==> src/rtlld_pkg.sv <==
/*
 * Shared constants for the reset option and trim loader: flash addresses of
 * the option bytes and factory trim bytes, option field positions, erased
 * values, APB register map, divider ratio and loader state codes.
 * Assumes a byte-wide flash read port and an APB slave with a 12-bit address.
 */
`default_nettype none
package rtlld_pkg;

    // Flash side
    localparam int          FLASH_AW           = 16;
    localparam logic [15:0] OPT_ADDR_MOTOR     = 16'h0001;
    localparam logic [15:0] OPT_ADDR_BUS_POWER = 16'h0003;
    localparam logic [15:0] INFO_ADDR_TRIM_1   = 16'h0021;
    localparam logic [15:0] INFO_ADDR_TRIM_2   = 16'h0022;
    localparam logic [7:0]  ERASED_BYTE        = 8'hFF;

    // Option byte at 0001h
    localparam int MOTOR_PINS_ENABLE_N_BIT = 2;
    localparam int HIGH_SIDE_OFF_BIT       = 1;
    localparam int LOW_SIDE_OFF_BIT        = 0;
    // Option byte at 0003h
    localparam int EXT_BUS_WIDE_BIT        = 7;
    localparam int LOW_POWER_START_N_BIT   = 6;

    // First trim register split: temperature trim high, frequency trim low
    localparam int TEMP_TRIM_W = 3;
    localparam int FREQ_TRIM_W = 5;

    // Start-up clock divider
    localparam int         DIV_RATIO  = 8;
    localparam logic [2:0] DIV_LAST   = 3'h7;

    // APB map: printed offsets kept as indices, byte address is four times index
    localparam int          PADDR_W            = 12;
    localparam logic [31:0] IDX_TRIM_FIRST     = 32'hFFFFFF25;
    localparam logic [31:0] IDX_TRIM_SECOND    = 32'hFFFFFF26;
    localparam logic [31:0] IDX_FACTORY_FIRST  = 32'h00000021;
    localparam logic [31:0] IDX_FACTORY_SECOND = 32'h00000022;
    localparam logic [31:0] IDX_STATUS         = 32'h00000030;
    localparam logic [11:0] ADDR_TRIM_FIRST     = {IDX_TRIM_FIRST[9:0], 2'b00};
    localparam logic [11:0] ADDR_TRIM_SECOND    = {IDX_TRIM_SECOND[9:0], 2'b00};
    localparam logic [11:0] ADDR_FACTORY_FIRST  = {IDX_FACTORY_FIRST[9:0], 2'b00};
    localparam logic [11:0] ADDR_FACTORY_SECOND = {IDX_FACTORY_SECOND[9:0], 2'b00};
    localparam logic [11:0] ADDR_STATUS         = {IDX_STATUS[9:0], 2'b00};
    localparam int          STAT_LOAD_DONE_BIT  = 0;
    localparam int          STAT_DIV8_BIT       = 1;
    localparam logic [7:0]  TRIM_RESET          = 8'h00;

    // Loader steps
    localparam logic [1:0] STEP_BUS_POWER = 2'h0;
    localparam logic [1:0] STEP_MOTOR     = 2'h1;
    localparam logic [1:0] STEP_TRIM_1    = 2'h2;
    localparam logic [1:0] STEP_TRIM_2    = 2'h3;

    typedef enum logic [2:0] {
        LD_ISSUE = 3'b001,
        LD_WAIT  = 3'b010,
        LD_DONE  = 3'b100
    } rtlld_ld_state_t;

    typedef enum logic [2:0] {
        FT_IDLE    = 3'b001,
        FT_STROBE  = 3'b010,
        FT_CAPTURE = 3'b100
    } rtlld_ft_state_t;

    typedef enum logic [2:0] {
        RK_NONE    = 3'h0,
        RK_TRIM1   = 3'h1,
        RK_TRIM2   = 3'h2,
        RK_FACT1   = 3'h3,
        RK_FACT2   = 3'h4,
        RK_STATUS  = 3'h5
    } rtlld_reg_kind_t;

endpackage
`default_nettype wire

==> src/rtlld_fetch_if.sv <==
/*
 * Request and answer between the loader and its flash fetch unit.
 * Assumes both ends run on the same clock; req is held until ack pulses.
 */
`timescale 1ns/1ns
`default_nettype none
interface rtlld_fetch_if;
    logic        req;
    logic [15:0] addr;
    logic        info_sel;
    logic        ack;
    logic [7:0]  data;

    modport loader  (output req, output addr, output info_sel, input ack, input data);
    modport fetcher (input req, input addr, input info_sel, output ack, output data);
endinterface
`default_nettype wire

==> src/rtlld_clkdiv.sv <==
/*
 * Start-up divide-by-eight phase counter. Gives the cycle in which flash may
 * be accessed: every cycle at full speed, the last phase when divided.
 * Assumes a synchronous active-high reset on the system clock.
 */
`timescale 1ns/1ns
`default_nettype none
module rtlld_clkdiv
    import rtlld_pkg::*;
(
    // Clock and reset
    input  wire logic CLOCK_I,
    input  wire logic SRST_I,
    // Control
    input  wire logic div_en_i,
    output logic      slot_ok_o
);
    logic [2:0] phase_ff;
    logic [2:0] nxt_phase;
    logic       slot_ff;
    logic       nxt_slot;

    always_comb begin
        nxt_phase = div_en_i ? phase_ff + 3'h1 : 3'h0;
        nxt_slot  = ~div_en_i | (nxt_phase == DIV_LAST);
    end

    always_ff @(posedge CLOCK_I) begin
        if (SRST_I) begin
            phase_ff <= 3'h0;
            slot_ff  <= 1'b1;
        end else begin
            phase_ff <= nxt_phase;
            slot_ff  <= nxt_slot;
        end
    end

    assign slot_ok_o = slot_ff;
endmodule
`default_nettype wire

==> src/rtlld_fetch.sv <==
/*
 * Flash fetch unit: turns a held request into one read strobe, placed in the
 * cycle after an allowed slot, and returns the byte two cycles after the strobe.
 * Assumes flash drives data in the cycle after its read strobe.
 */
`timescale 1ns/1ns
`default_nettype none
module rtlld_fetch
    import rtlld_pkg::*;
(
    // Clock and reset
    input  wire logic         CLOCK_I,
    input  wire logic         SRST_I,
    // Loader side
    rtlld_fetch_if.fetcher    fif,
    input  wire logic         slot_ok_i,
    // Flash side
    output logic [15:0]       flash_addr_o,
    output logic              flash_info_o,
    output logic              flash_rd_o,
    input  wire logic [7:0]   flash_data_i
);
    rtlld_ft_state_t state_ff;
    rtlld_ft_state_t nxt_state;
    logic [15:0]     addr_ff;
    logic [15:0]     nxt_addr;
    logic            info_ff;
    logic            nxt_info;
    logic            ack_ff;
    logic            nxt_ack;
    logic [7:0]      data_ff;
    logic [7:0]      nxt_data;

    always_comb begin
        nxt_state = state_ff;
        nxt_addr  = addr_ff;
        nxt_info  = info_ff;
        nxt_ack   = 1'b0;
        nxt_data  = data_ff;
        unique case (state_ff)
            FT_IDLE: begin
                if (fif.req && !ack_ff && slot_ok_i) begin
                    nxt_state = FT_STROBE;
                    nxt_addr  = fif.addr;
                    nxt_info  = fif.info_sel;
                end
            end
            FT_STROBE: begin
                nxt_state = FT_CAPTURE;
            end
            FT_CAPTURE: begin
                nxt_state = FT_IDLE;
                nxt_data  = flash_data_i;
                nxt_ack   = 1'b1;
            end
        endcase
    end

    always_ff @(posedge CLOCK_I) begin
        if (SRST_I) begin
            state_ff <= FT_IDLE;
            addr_ff  <= 16'h0000;
            info_ff  <= 1'b0;
            ack_ff   <= 1'b0;
            data_ff  <= 8'h00;
        end else begin
            state_ff <= nxt_state;
            addr_ff  <= nxt_addr;
            info_ff  <= nxt_info;
            ack_ff   <= nxt_ack;
            data_ff  <= nxt_data;
        end
    end

    assign flash_addr_o = addr_ff;
    assign flash_info_o = info_ff;
    assign flash_rd_o   = (state_ff == FT_STROBE);
    assign fif.ack      = ack_ff;
    assign fif.data     = data_ff;
endmodule
`default_nettype wire

==> src/rtlld_loader.sv <==
/*
 * Reset option and trim loader, top level. After every reset it reads the
 * option bytes at 0003h and 0001h and the factory trim bytes at 0021h and
 * 0022h, holds the core in reset until all are latched, and drives the
 * resulting configuration. Software reaches the trim registers over APB.
 * Assumes the reset controller pulses RELOAD_REQ_I for short resets and
 * stop-mode recovery, on the same clock; flash is on-chip on the same clock.
 */
// Implementation choice: the APB slave port.
// Overview of operation
// - Option bit 0001h[2] low enables motor-control pin functions at reset.
// - High-side PWM off level follows option bit 0001h[1].
// - Low-side PWM off level follows option bit 0001h[0].
// - Option bit 0003h[7] selects 8-bit or 16-bit external data bus.
// - Option bit 0003h[6] low starts divided by 8, flash read in phase 0, after the last-phase slot.
// - Information area contents cannot be written; only runtime registers.
// - Every reset restores factory trims, discarding software overrides.
// - Factory trim readback returns unaltered information area values.
// - First trim register loads at reset: temperature high, frequency low.
// - Second trim register loads at reset; both are software read/write.
// - Every reset type fetches option bytes into configuration registers.
// - Configuration is fully loaded before the core leaves reset.
// - Option configuration registers are invisible to software, except the divide-by-8 state in status bit 1.
`timescale 1ns/1ns
`default_nettype none
module rtlld_loader
    import rtlld_pkg::*;
(
    // Clock and reset
    input  wire logic               CLOCK_I,
    input  wire logic               SRST_I,
    input  wire logic               RELOAD_REQ_I,
    // APB slave
    input  wire logic               PSEL_I,
    input  wire logic               PENABLE_I,
    input  wire logic               PWRITE_I,
    input  wire logic [PADDR_W-1:0] PADDR_I,
    input  wire logic [31:0]        PWDATA_I,
    output logic                    PREADY_O,
    output logic [31:0]             PRDATA_O,
    output logic                    PSLVERR_O,
    // Flash read port
    output logic [15:0]             FLASH_ADDR_O,
    output logic                    FLASH_INFO_SEL_O,
    output logic                    FLASH_RD_O,
    input  wire logic [7:0]         FLASH_DATA_I,
    // Configuration outputs
    output logic                    CORE_RESET_O,
    output logic                    MOTOR_PINS_ENABLE_O,
    output logic                    HIGH_SIDE_OFF_LEVEL_O,
    output logic                    LOW_SIDE_OFF_LEVEL_O,
    output logic                    EXTERNAL_BUS_WIDE_SELECT_O,
    output logic                    SYSCLK_DIV8_O,
    output logic [TEMP_TRIM_W-1:0]  OSC_TEMPERATURE_TRIM_O,
    output logic [FREQ_TRIM_W-1:0]  OSC_FREQUENCY_TRIM_O,
    output logic [7:0]              OSC_FREQUENCY_TRIM2_O
);
    rtlld_fetch_if fif ();

    // Loader state
    rtlld_ld_state_t state_ff;
    rtlld_ld_state_t nxt_state;
    logic [1:0]      step_ff;
    logic [1:0]      nxt_step;
    logic            req_ff;
    logic            nxt_req;
    logic            pending_ff;
    logic            nxt_pending;
    logic            core_rst_ff;
    logic            nxt_core_rst;

    // Option configuration, not on the register bus except div_ff as a status bit
    logic [7:0]      opt_motor_ff;
    logic [7:0]      nxt_opt_motor;
    logic [7:0]      opt_bus_ff;
    logic [7:0]      nxt_opt_bus;
    logic            div_ff;
    logic            nxt_div;

    // Trim registers and factory copies
    logic [7:0]      trim1_ff;
    logic [7:0]      nxt_trim1;
    logic [7:0]      trim2_ff;
    logic [7:0]      nxt_trim2;
    logic [7:0]      fact1_ff;
    logic [7:0]      nxt_fact1;
    logic [7:0]      fact2_ff;
    logic [7:0]      nxt_fact2;

    // APB
    logic            pready_ff;
    logic            nxt_pready;
    logic [31:0]     prdata_ff;
    logic [31:0]     nxt_prdata;
    logic            pslverr_ff;
    logic            nxt_pslverr;

    logic            slot_ok;
    logic            apb_setup;
    logic            apb_done;
    rtlld_reg_kind_t kind;

    function automatic rtlld_reg_kind_t reg_kind(input logic [PADDR_W-1:0] a);
        rtlld_reg_kind_t k;
        k = RK_NONE;
        if (a == ADDR_TRIM_FIRST) begin
            k = RK_TRIM1;
        end else if (a == ADDR_TRIM_SECOND) begin
            k = RK_TRIM2;
        end else if (a == ADDR_FACTORY_FIRST) begin
            k = RK_FACT1;
        end else if (a == ADDR_FACTORY_SECOND) begin
            k = RK_FACT2;
        end else if (a == ADDR_STATUS) begin
            k = RK_STATUS;
        end
        return k;
    endfunction

    function automatic logic [15:0] step_addr(input logic [1:0] s);
        logic [15:0] a;
        unique case (s)
            STEP_BUS_POWER: a = OPT_ADDR_BUS_POWER;
            STEP_MOTOR:     a = OPT_ADDR_MOTOR;
            STEP_TRIM_1:    a = INFO_ADDR_TRIM_1;
            STEP_TRIM_2:    a = INFO_ADDR_TRIM_2;
        endcase
        return a;
    endfunction

    rtlld_clkdiv u_clkdiv (
        .CLOCK_I   (CLOCK_I),
        .SRST_I    (SRST_I),
        .div_en_i  (div_ff),
        .slot_ok_o (slot_ok)
    );

    rtlld_fetch u_fetch (
        .CLOCK_I      (CLOCK_I),
        .SRST_I       (SRST_I),
        .fif          (fif.fetcher),
        .slot_ok_i    (slot_ok),
        .flash_addr_o (FLASH_ADDR_O),
        .flash_info_o (FLASH_INFO_SEL_O),
        .flash_rd_o   (FLASH_RD_O),
        .flash_data_i (FLASH_DATA_I)
    );

    assign fif.req      = req_ff;
    assign fif.addr     = step_addr(step_ff);
    assign fif.info_sel = step_ff[1];

    assign apb_setup = PSEL_I & ~PENABLE_I;
    assign apb_done  = PSEL_I & PENABLE_I & pready_ff;
    assign kind      = reg_kind(PADDR_I);

    // Loader sequence: 0003h first so the divider governs the later reads
    always_comb begin
        nxt_state     = state_ff;
        nxt_step      = step_ff;
        nxt_req       = req_ff;
        nxt_core_rst  = core_rst_ff;
        nxt_opt_motor = opt_motor_ff;
        nxt_opt_bus   = opt_bus_ff;
        nxt_div       = div_ff;
        nxt_fact1     = fact1_ff;
        nxt_fact2     = fact2_ff;
        nxt_pending   = pending_ff;
        unique case (state_ff)
            LD_ISSUE: begin
                nxt_req   = 1'b1;
                nxt_state = LD_WAIT;
            end
            LD_WAIT: begin
                if (fif.ack) begin
                    nxt_req = 1'b0;
                    unique case (step_ff)
                        STEP_BUS_POWER: begin
                            nxt_opt_bus = fif.data;
                            nxt_div     = ~fif.data[LOW_POWER_START_N_BIT];
                        end
                        STEP_MOTOR:  nxt_opt_motor = fif.data;
                        STEP_TRIM_1: nxt_fact1     = fif.data;
                        STEP_TRIM_2: nxt_fact2     = fif.data;
                    endcase
                    if (pending_ff) begin
                        nxt_state   = LD_ISSUE;
                        nxt_step    = STEP_BUS_POWER;
                        nxt_div     = 1'b0;
                        nxt_pending = 1'b0;
                    end else if (step_ff == STEP_TRIM_2) begin
                        nxt_state    = LD_DONE;
                        nxt_core_rst = 1'b0;
                    end else begin
                        nxt_state = LD_ISSUE;
                        nxt_step  = step_ff + 2'h1;
                    end
                end
            end
            LD_DONE: begin
                if (pending_ff) begin
                    nxt_state    = LD_ISSUE;
                    nxt_step     = STEP_BUS_POWER;
                    nxt_core_rst = 1'b1;
                    nxt_div      = 1'b0;
                    nxt_pending  = 1'b0;
                end
            end
        endcase
        if (RELOAD_REQ_I) begin
            nxt_pending = 1'b1;
        end
    end

    always_ff @(posedge CLOCK_I) begin
        if (SRST_I) begin
            state_ff     <= LD_ISSUE;
            step_ff      <= STEP_BUS_POWER;
            req_ff       <= 1'b0;
            pending_ff   <= 1'b0;
            core_rst_ff  <= 1'b1;
            opt_motor_ff <= ERASED_BYTE;
            opt_bus_ff   <= ERASED_BYTE;
            div_ff       <= 1'b0;
            fact1_ff     <= TRIM_RESET;
            fact2_ff     <= TRIM_RESET;
        end else begin
            state_ff     <= nxt_state;
            step_ff      <= nxt_step;
            req_ff       <= nxt_req;
            pending_ff   <= nxt_pending;
            core_rst_ff  <= nxt_core_rst;
            opt_motor_ff <= nxt_opt_motor;
            opt_bus_ff   <= nxt_opt_bus;
            div_ff       <= nxt_div;
            fact1_ff     <= nxt_fact1;
            fact2_ff     <= nxt_fact2;
        end
    end

    // Runtime trim registers: factory value on each load, then software
    always_comb begin
        nxt_trim1 = trim1_ff;
        nxt_trim2 = trim2_ff;
        if (apb_done && PWRITE_I && kind == RK_TRIM1) begin
            nxt_trim1 = PWDATA_I[7:0];
        end
        if (apb_done && PWRITE_I && kind == RK_TRIM2) begin
            nxt_trim2 = PWDATA_I[7:0];
        end
        if (state_ff == LD_WAIT && fif.ack && step_ff == STEP_TRIM_1) begin
            nxt_trim1 = fif.data;
        end
        if (state_ff == LD_WAIT && fif.ack && step_ff == STEP_TRIM_2) begin
            nxt_trim2 = fif.data;
        end
    end

    always_ff @(posedge CLOCK_I) begin
        if (SRST_I) begin
            trim1_ff <= TRIM_RESET;
            trim2_ff <= TRIM_RESET;
        end else begin
            trim1_ff <= nxt_trim1;
            trim2_ff <= nxt_trim2;
        end
    end

    // APB slave: decode in setup, answer in the first access cycle
    always_comb begin
        nxt_pready  = pready_ff;
        nxt_prdata  = prdata_ff;
        nxt_pslverr = pslverr_ff;
        if (apb_setup) begin
            nxt_pready  = 1'b1;
            nxt_prdata  = 32'h00000000;
            nxt_pslverr = 1'b0;
            unique case (kind)
                RK_TRIM1:  nxt_prdata[7:0] = trim1_ff;
                RK_TRIM2:  nxt_prdata[7:0] = trim2_ff;
                RK_FACT1:  nxt_prdata[7:0] = fact1_ff;
                RK_FACT2:  nxt_prdata[7:0] = fact2_ff;
                RK_STATUS: begin
                    nxt_prdata[STAT_LOAD_DONE_BIT] = ~core_rst_ff;
                    nxt_prdata[STAT_DIV8_BIT]      = div_ff;
                end
                default:   nxt_pslverr = 1'b1;
            endcase
            if (PWRITE_I && (kind == RK_FACT1 || kind == RK_FACT2
                             || kind == RK_STATUS)) begin
                nxt_pslverr = 1'b1;
            end
        end else if (apb_done) begin
            nxt_pready  = 1'b0;
            nxt_pslverr = 1'b0;
        end
    end

    always_ff @(posedge CLOCK_I) begin
        if (SRST_I) begin
            pready_ff  <= 1'b0;
            prdata_ff  <= 32'h00000000;
            pslverr_ff <= 1'b0;
        end else begin
            pready_ff  <= nxt_pready;
            prdata_ff  <= nxt_prdata;
            pslverr_ff <= nxt_pslverr;
        end
    end

    assign PREADY_O                   = pready_ff;
    assign PRDATA_O                   = prdata_ff;
    assign PSLVERR_O                  = pslverr_ff;
    assign CORE_RESET_O               = core_rst_ff;
    assign MOTOR_PINS_ENABLE_O        = ~opt_motor_ff[MOTOR_PINS_ENABLE_N_BIT];
    assign HIGH_SIDE_OFF_LEVEL_O      = opt_motor_ff[HIGH_SIDE_OFF_BIT];
    assign LOW_SIDE_OFF_LEVEL_O       = opt_motor_ff[LOW_SIDE_OFF_BIT];
    assign EXTERNAL_BUS_WIDE_SELECT_O = opt_bus_ff[EXT_BUS_WIDE_BIT];
    assign SYSCLK_DIV8_O              = div_ff;
    assign OSC_TEMPERATURE_TRIM_O     = trim1_ff[7 -: TEMP_TRIM_W];
    assign OSC_FREQUENCY_TRIM_O       = trim1_ff[FREQ_TRIM_W-1:0];
    assign OSC_FREQUENCY_TRIM2_O      = trim2_ff;
endmodule
`default_nettype wire

==> config.mk <==
export PLATFORM = sky130hd
export DESIGN_NAME = rtlld_loader
export DESIGN_NICKNAME = d
export VERILOG_FILES = /design/src/rtlld_pkg.sv /design/src/rtlld_fetch_if.sv /design/src/rtlld_clkdiv.sv /design/src/rtlld_fetch.sv /design/src/rtlld_loader.sv
export SDC_FILE = /design/constraint.sdc
export NUM_CORES = 1
export LEC_CHECK = 0
export BUFFER_PORTS_ARGS = -buffer_cell sky130_fd_sc_hd__buf_2
export CAP_MARGIN = 10
export CORE_MARGIN = 8
export CORE_UTILIZATION = 29
export DETAILED_ROUTE_END_ITERATION = 12
export SKIP_CTS_REPAIR_TIMING = 1
export SLEW_MARGIN = 40
export SYNTH_ARGS = -nofsm -noshare
export SYNTH_HDL_FRONTEND = slang
export SYNTH_HIERARCHICAL = 1
export SYNTH_SLANG_ARGS = --single-unit
==> constraint.sdc <==
create_clock -name CLOCK_I -period 2.9 [get_ports CLOCK_I]
set_input_delay 0.725 -clock CLOCK_I [delete_from_list [all_inputs] [get_ports CLOCK_I]]
set_output_delay 0.725 -clock CLOCK_I [all_outputs]
set_load 0.02 [all_outputs]
# After elaboration in Yosys (flattened, before gate mapping)
# Index checks and enable logic that the tools add are counted.
word_totals:
  reg_bits: 95
  latch_bits: 0
  ramBits: 0
  romBits: 0
  inputBits: 58
  out_inout_bits: 74
  wordCells: 137
  n_memories: 0
op_classes:
  add_sub_neg: 2
  multipliers: 0
  div_mod_pow: 0
  n_lt_le_gt_ge: 0
  n_eq_ne: 28
  shifts: 0
  muxes: 45
  bitwise: 9
  reduce_logical: 31
op_table:
  columns: ["operator", "n"]
  rows:
  - ["16-bit case mux with 4 select lines", 1]
  - ["12-bit by 8-bit == test with 1-bit output (second input constant)", 3]
  - ["3-bit two-way mux", 11]
  - ["8-bit two-way mux", 4]
  - ["12-bit == test (second input constant)", 2]
  - ["6-bit case mux with 4 select lines", 1]
  - ["3-bit case mux with 3 select lines", 2]
  - ["1-bit two-way mux", 16]
  - ["3-bit == test (second input constant)", 5]
  - ["3-bit by 2-bit == test with 1-bit output (second input constant)", 4]
  - ["3-bit AND reduction", 4]
  - ["2-bit case mux with 5 select lines", 1]
  - ["2-bit nonzero test", 5]
  - ["3-bit by 1-bit == test with 1-bit output (second input constant)", 3]
  - ["1-bit logical AND", 9]
  - ["2-bit two-way mux", 4]
  - ["1-bit case mux with 2 select lines", 4]
  - ["2-bit AND reduction", 4]
  - ["4-bit AND reduction", 2]
  - ["2-bit != test (second input constant)", 3]
  - ["3-bit by 2-bit != test with 1-bit output (second input constant)", 2]
  - ["1-bit NOT", 5]
  - ["5-bit AND reduction", 1]
  - ["5-bit OR reduction", 1]
  - ["13 further kinds", 18]

# Logic depth before layout (Yosys ltp)
depth:
  word_depth: 12
  mapped_depth: 7
  mapped_depth_nobuf: 6

# Hierarchy
# Netlist, hierarchy kept.
modules_own_cells:
  columns: ["mod", "instances", "cells_per_inst", "area_per_inst_um2", "seq_area_each_um2"]
  rows:
  - ["rtlld_loader", 1, 341, 2859.0, 1101.1]
  - ["rtlld_fetch", 1, 116, 1212.4, 580.6]
  - ["rtlld_clkdiv", 1, 13, 142.6, 80.1]

# Least setup slack after synthesis
# OpenSTA, ideal clock, no wires.
synth_path:
  path_type: "input-to-reg"
  from: "input port PADDR_I[1]"
  to: "register trim1_ff[0]"
  t_arrival_ns: 1.852
  required_time_ns: 2.783
  setup_slack_ns: 0.931
  path_stages: 6
  path_cell_list: "or2_1 -> buf_2 -> nor4_1 -> a21boi_1 -> a22oi_1 -> nand2_1"
synth_via:
  elab_chain_cells: 9
  word_cells_on_any_way: 13
  cone_classes: "6 x eq/ne; 5 x mux; 2 x reduce/logical"
synth_lines:
  columns: ["element", "line_no", "source"]
  rows:
  - ["start: declaration", "rtlld_loader.sv:37", "input wire logic [PADDR_W-1:0] PADDR_I,"]
  - ["12-bit by 8-bit == test with 1-bit output", "rtlld_loader.sv:114", "end else if (a == ADDR_STATUS) begin"]
  - ["3-bit two-way mux", "rtlld_loader.sv:114", null]
  - ["3-bit two-way mux", "rtlld_loader.sv:112", "end else if (a == ADDR_FACTORY_SECOND) begin"]
  - ["3-bit two-way mux", "rtlld_loader.sv:110", "end else if (a == ADDR_FACTORY_FIRST) begin"]
  - ["3-bit two-way mux", "rtlld_loader.sv:108", "end else if (a == ADDR_TRIM_SECOND) begin"]
  - ["3-bit two-way mux (*)", "rtlld_loader.sv:106", "if (a == ADDR_TRIM_FIRST) begin"]
  - ["3-bit by 1-bit == test with 1-bit output (*)", "rtlld_loader.sv:245", "if (apb_done && PWRITE_I && kind == RK_TRIM1) begin"]
  - ["1-bit logical AND (*)", "rtlld_loader.sv:245", null]
  - ["2-bit nonzero test (no source line) (*)", null, null]
  - ["end signal: assignment", "rtlld_loader.sv:264", "trim1_ff <= nxt_trim1;"]
  - ["end: declaration", "rtlld_loader.sv:81", "logic [7:0] trim1_ff;"]
# Every way passes the cells marked *; elsewhere a longest branch is shown, timed or not.
# A chain may end at the register's enable or synchronous reset.

==> results.cfg <==
[yosys]
syn_inst = 470
async_reset_ff_share_pct = 0
synth.avg_cell_area_um2 = 8.97
synth_edf_count = 0
synthTopCellsByArea = dfxtp_1, mux2i_1, nand2b_1
ys_warn_count = 6
synth_cell_types = 58
yosys.area.top_type = dfxtp_1
syn_area_um2 = 4210
synth_top_area_share_pct = 41.8
synth-main-ff-cell = dfxtp_1
synth-seq-area-share_pct = 41.8
ys_ff_latch = 88

[setup_path]
reg2reg_to = trim1_ff[5]
critical_path_class = reg2reg
worst_ep_arrival_time_ns = 2.42
cpMaxStageDelayCell = a21boi_1
reg2reg_from = state_ff[0]
rrSetupSlack_ns = 0.78
crit_fanout = 14
start_kind = register
cp.required_ns = 3.19
slowest_delay_ns = 0.63
crit_chain = and4bb_2 -> a21oi_1 -> a21boi_1 -> a22oi_1 -> nand2_1
critPathCaptureType = register
r2r_cells = 5

[layout]
syn2layout_area_growth_pct = 19.3
fin_cells = 744
fin_nets = 619
final_common_cell = dfxtp_1
mostFrequentLayoutCells = dfxtp_1, buf_2, nand2_1
antenna_cells = 0
final_util_pct = 35.0
final_area_um2 = 5030
drive_gt1_share_pct = 21.6

[cts]
cts_buffers = 9
cts_tree = built
clock_latency_ns = 0.35
htreeDepth = 3
clockBufferDepth = 2
root_buffer = clkbuf_16
clk_pin_slew_ns = 0.07
numClockSinks = 88

[drt]
wl_per_cell_um = 14.7
routed_wl_mm = 11.0
drc = 0
ant_nets = 0
drtIter0Drc = 191
dr.pass1.iters = 4
vias_per_cell = 4.66
via_count = 3465

[grt]
grt_overflow = 0
grt_util_all_layers_pct = 11.6
grt_pass1_wl_mm = 17.0
grt_max_degree = 61
antenna_found_initial = 0
grt_pass1_vias = 3275

[placed_design]
gp_congestion = 0.865
pre_cts_slack_ns = 0.564
placedCellCount = 728
io_buffers = 83
place_hpwl_mm = 8.32
dpl_cell_area_um2 = 4720

[worst_hold_path]
whs_path_depth = 2
hp-start = PRDATA_O[4]
whs_endpoint = PRDATA_O[4]
hold_class = reg2reg

[sta]
hold_slack_ns = 0.451
hold_viol = 0
worst_pin_slew_ns = 0.785
finalSetupTns_ns = 0
slew_violations = 0
setup_viol = 0
rsz0062_at_grt = false
min_period_over_period_pct = 73.3
fmax_mhz = 471
max-slew-margin-rel_pct = 47.5
worst_slack_ns = 0.775
final.min_clock_period_ns = 2.12
skew_ns = 0.00814

[power]
cellLeakagePower_nw = 2.01
power_mw = 2.65
p_per_area_nw_per_um2 = 527
peakVddDrop_mv = 0.240

[floorplan]
initial_utilization_pct = 29.3
rows = 44
die_w_um = 137
die_height_um = 137
core-area_um2 = 14400
num_io_pins = 132
design.die.area_um2 = 18600

[run]
maxCapViolations = 0

[status]
status = complete, no violations
==> critical path, delay by kind of cell, from the launching register on <==
kind / cells / cell delay (ns)
AO/OA/AOI/OAI: 3 / 1.15
flip-flops: 1 / 0.45
AND/OR/NAND/NOR: 2 / 0.48
==> synth_stat cells (2+ instances only) <==
| cell | instances |
|---|---|
| a22oi_1 | 22 |
| buf_6 | 2 |
| a21oi_1 | 26 |
| nor3_1 | 11 |
| nand2b_1 | 42 |
| or2_1 | 2 |
| ha_1 | 6 |
| o22ai_1 | 2 |
| clkbuf_1 | 17 |
| buf_4 | 24 |
| a211oi_1 | 10 |
| nor4_1 | 2 |
| a21boi_1 | 2 |
| dfxtp_1 | 88 |
| o41ai_1 | 2 |
| a211o_1 | 2 |
| nand2_1 | 63 |
| a311o_1 | 2 |
| and3_1 | 3 |
| nor3_2 | 3 |
| buf_2 | 5 |
| nor2b_1 | 6 |
| a22o_1 | 2 |
| a21o_1 | 2 |
| mux2i_1 | 36 |
| and2_1 | 2 |
| o21ai_1 | 9 |
| xnor2_1 | 2 |
| nor3b_1 | 2 |
| nor2_1 | 30 |
| o2bb2ai_1 | 7 |
| inv_1 | 10 |
==> cell type report <==
type | instances | area [um^2]
Clock buffer | 9 | 225
Clock inverter | 7 | 76.3
Fill cell | 1500 | 9340
Inverter | 11 | 41.3
Multi-Input combinational cell | 357 | 2240
Sequential cell | 88 | 1760
Tap cell | 184 | 230
Timing Repair Buffer | 88 | 453
==> layer usage <==
metal / vias up / wire length (um) / track usage, %
li1: 1738 / - / -
met1: 1618 / 4990 / 14.5
met2: 99 / 4860 / 17.7
met3: 10 / 953 / 4.26
met4: 0 / 151 / 4.51
met5: - / 0 / 0
==> cell families after synthesis <==
family | Yosys count | synth area share (%)
compound gates | 94 | 15.8
xor+xnor | 2 | 0.416
fa+ha+maj | 6 | 1.78
buf+inv | 61 | 8.46
flops | 88 | 41.8
mux | 36 | 8.55
other cells | 1 | 0.0890
simple gates | 182 | 23.1
==> sequential cells by signal, indices dropped and copies added (netlist names), 2 cells and up <==
register and count:
PRDATA_O 8, u_fetch/flash_addr_o 16, fact2_ff 8, step_ff 2
u_fetch/state_ff 3, u_fetch/fif.data 8, OSC_FREQUENCY_TRIM2_O 8, u_clkdiv/phase_ff 3
fact1_ff 8, trim1_ff 8, state_ff 3, opt_motor_ff 3
==> where the power goes <==
| part | internal (mW) | switching, mW | total [mW] | leakage (nW) |
|---|---|---|---|---|
| Sequential | 1.23 | 0.0191 | 1.25 | 0.712 |
| Clock | 0.675 | 0.509 | 1.18 | 0.143 |
| Combinational | 0.0761 | 0.139 | 0.215 | 1.15 |
==> worst max-delay path by stage <==
| stage | start | end | slack (ns) |
|---|---|---|---|
| detailed placement | PADDR_I[1] | trim1_ff[0] | 0.56 |
| global placement | PADDR_I[1] | trim1_ff[3] | 0.58 |
| global route | state_ff[0] | trim1_ff[0] | 0.62 |
| finish | state_ff[0] | trim1_ff[5] | 0.78 |
| CTS | state_ff[0] | trim1_ff[0] | 0.79 |
| floorplan | PADDR_I[1] | trim1_ff[0] | 0.93 |
No activity file was read; power rests on OpenSTA's default activity.
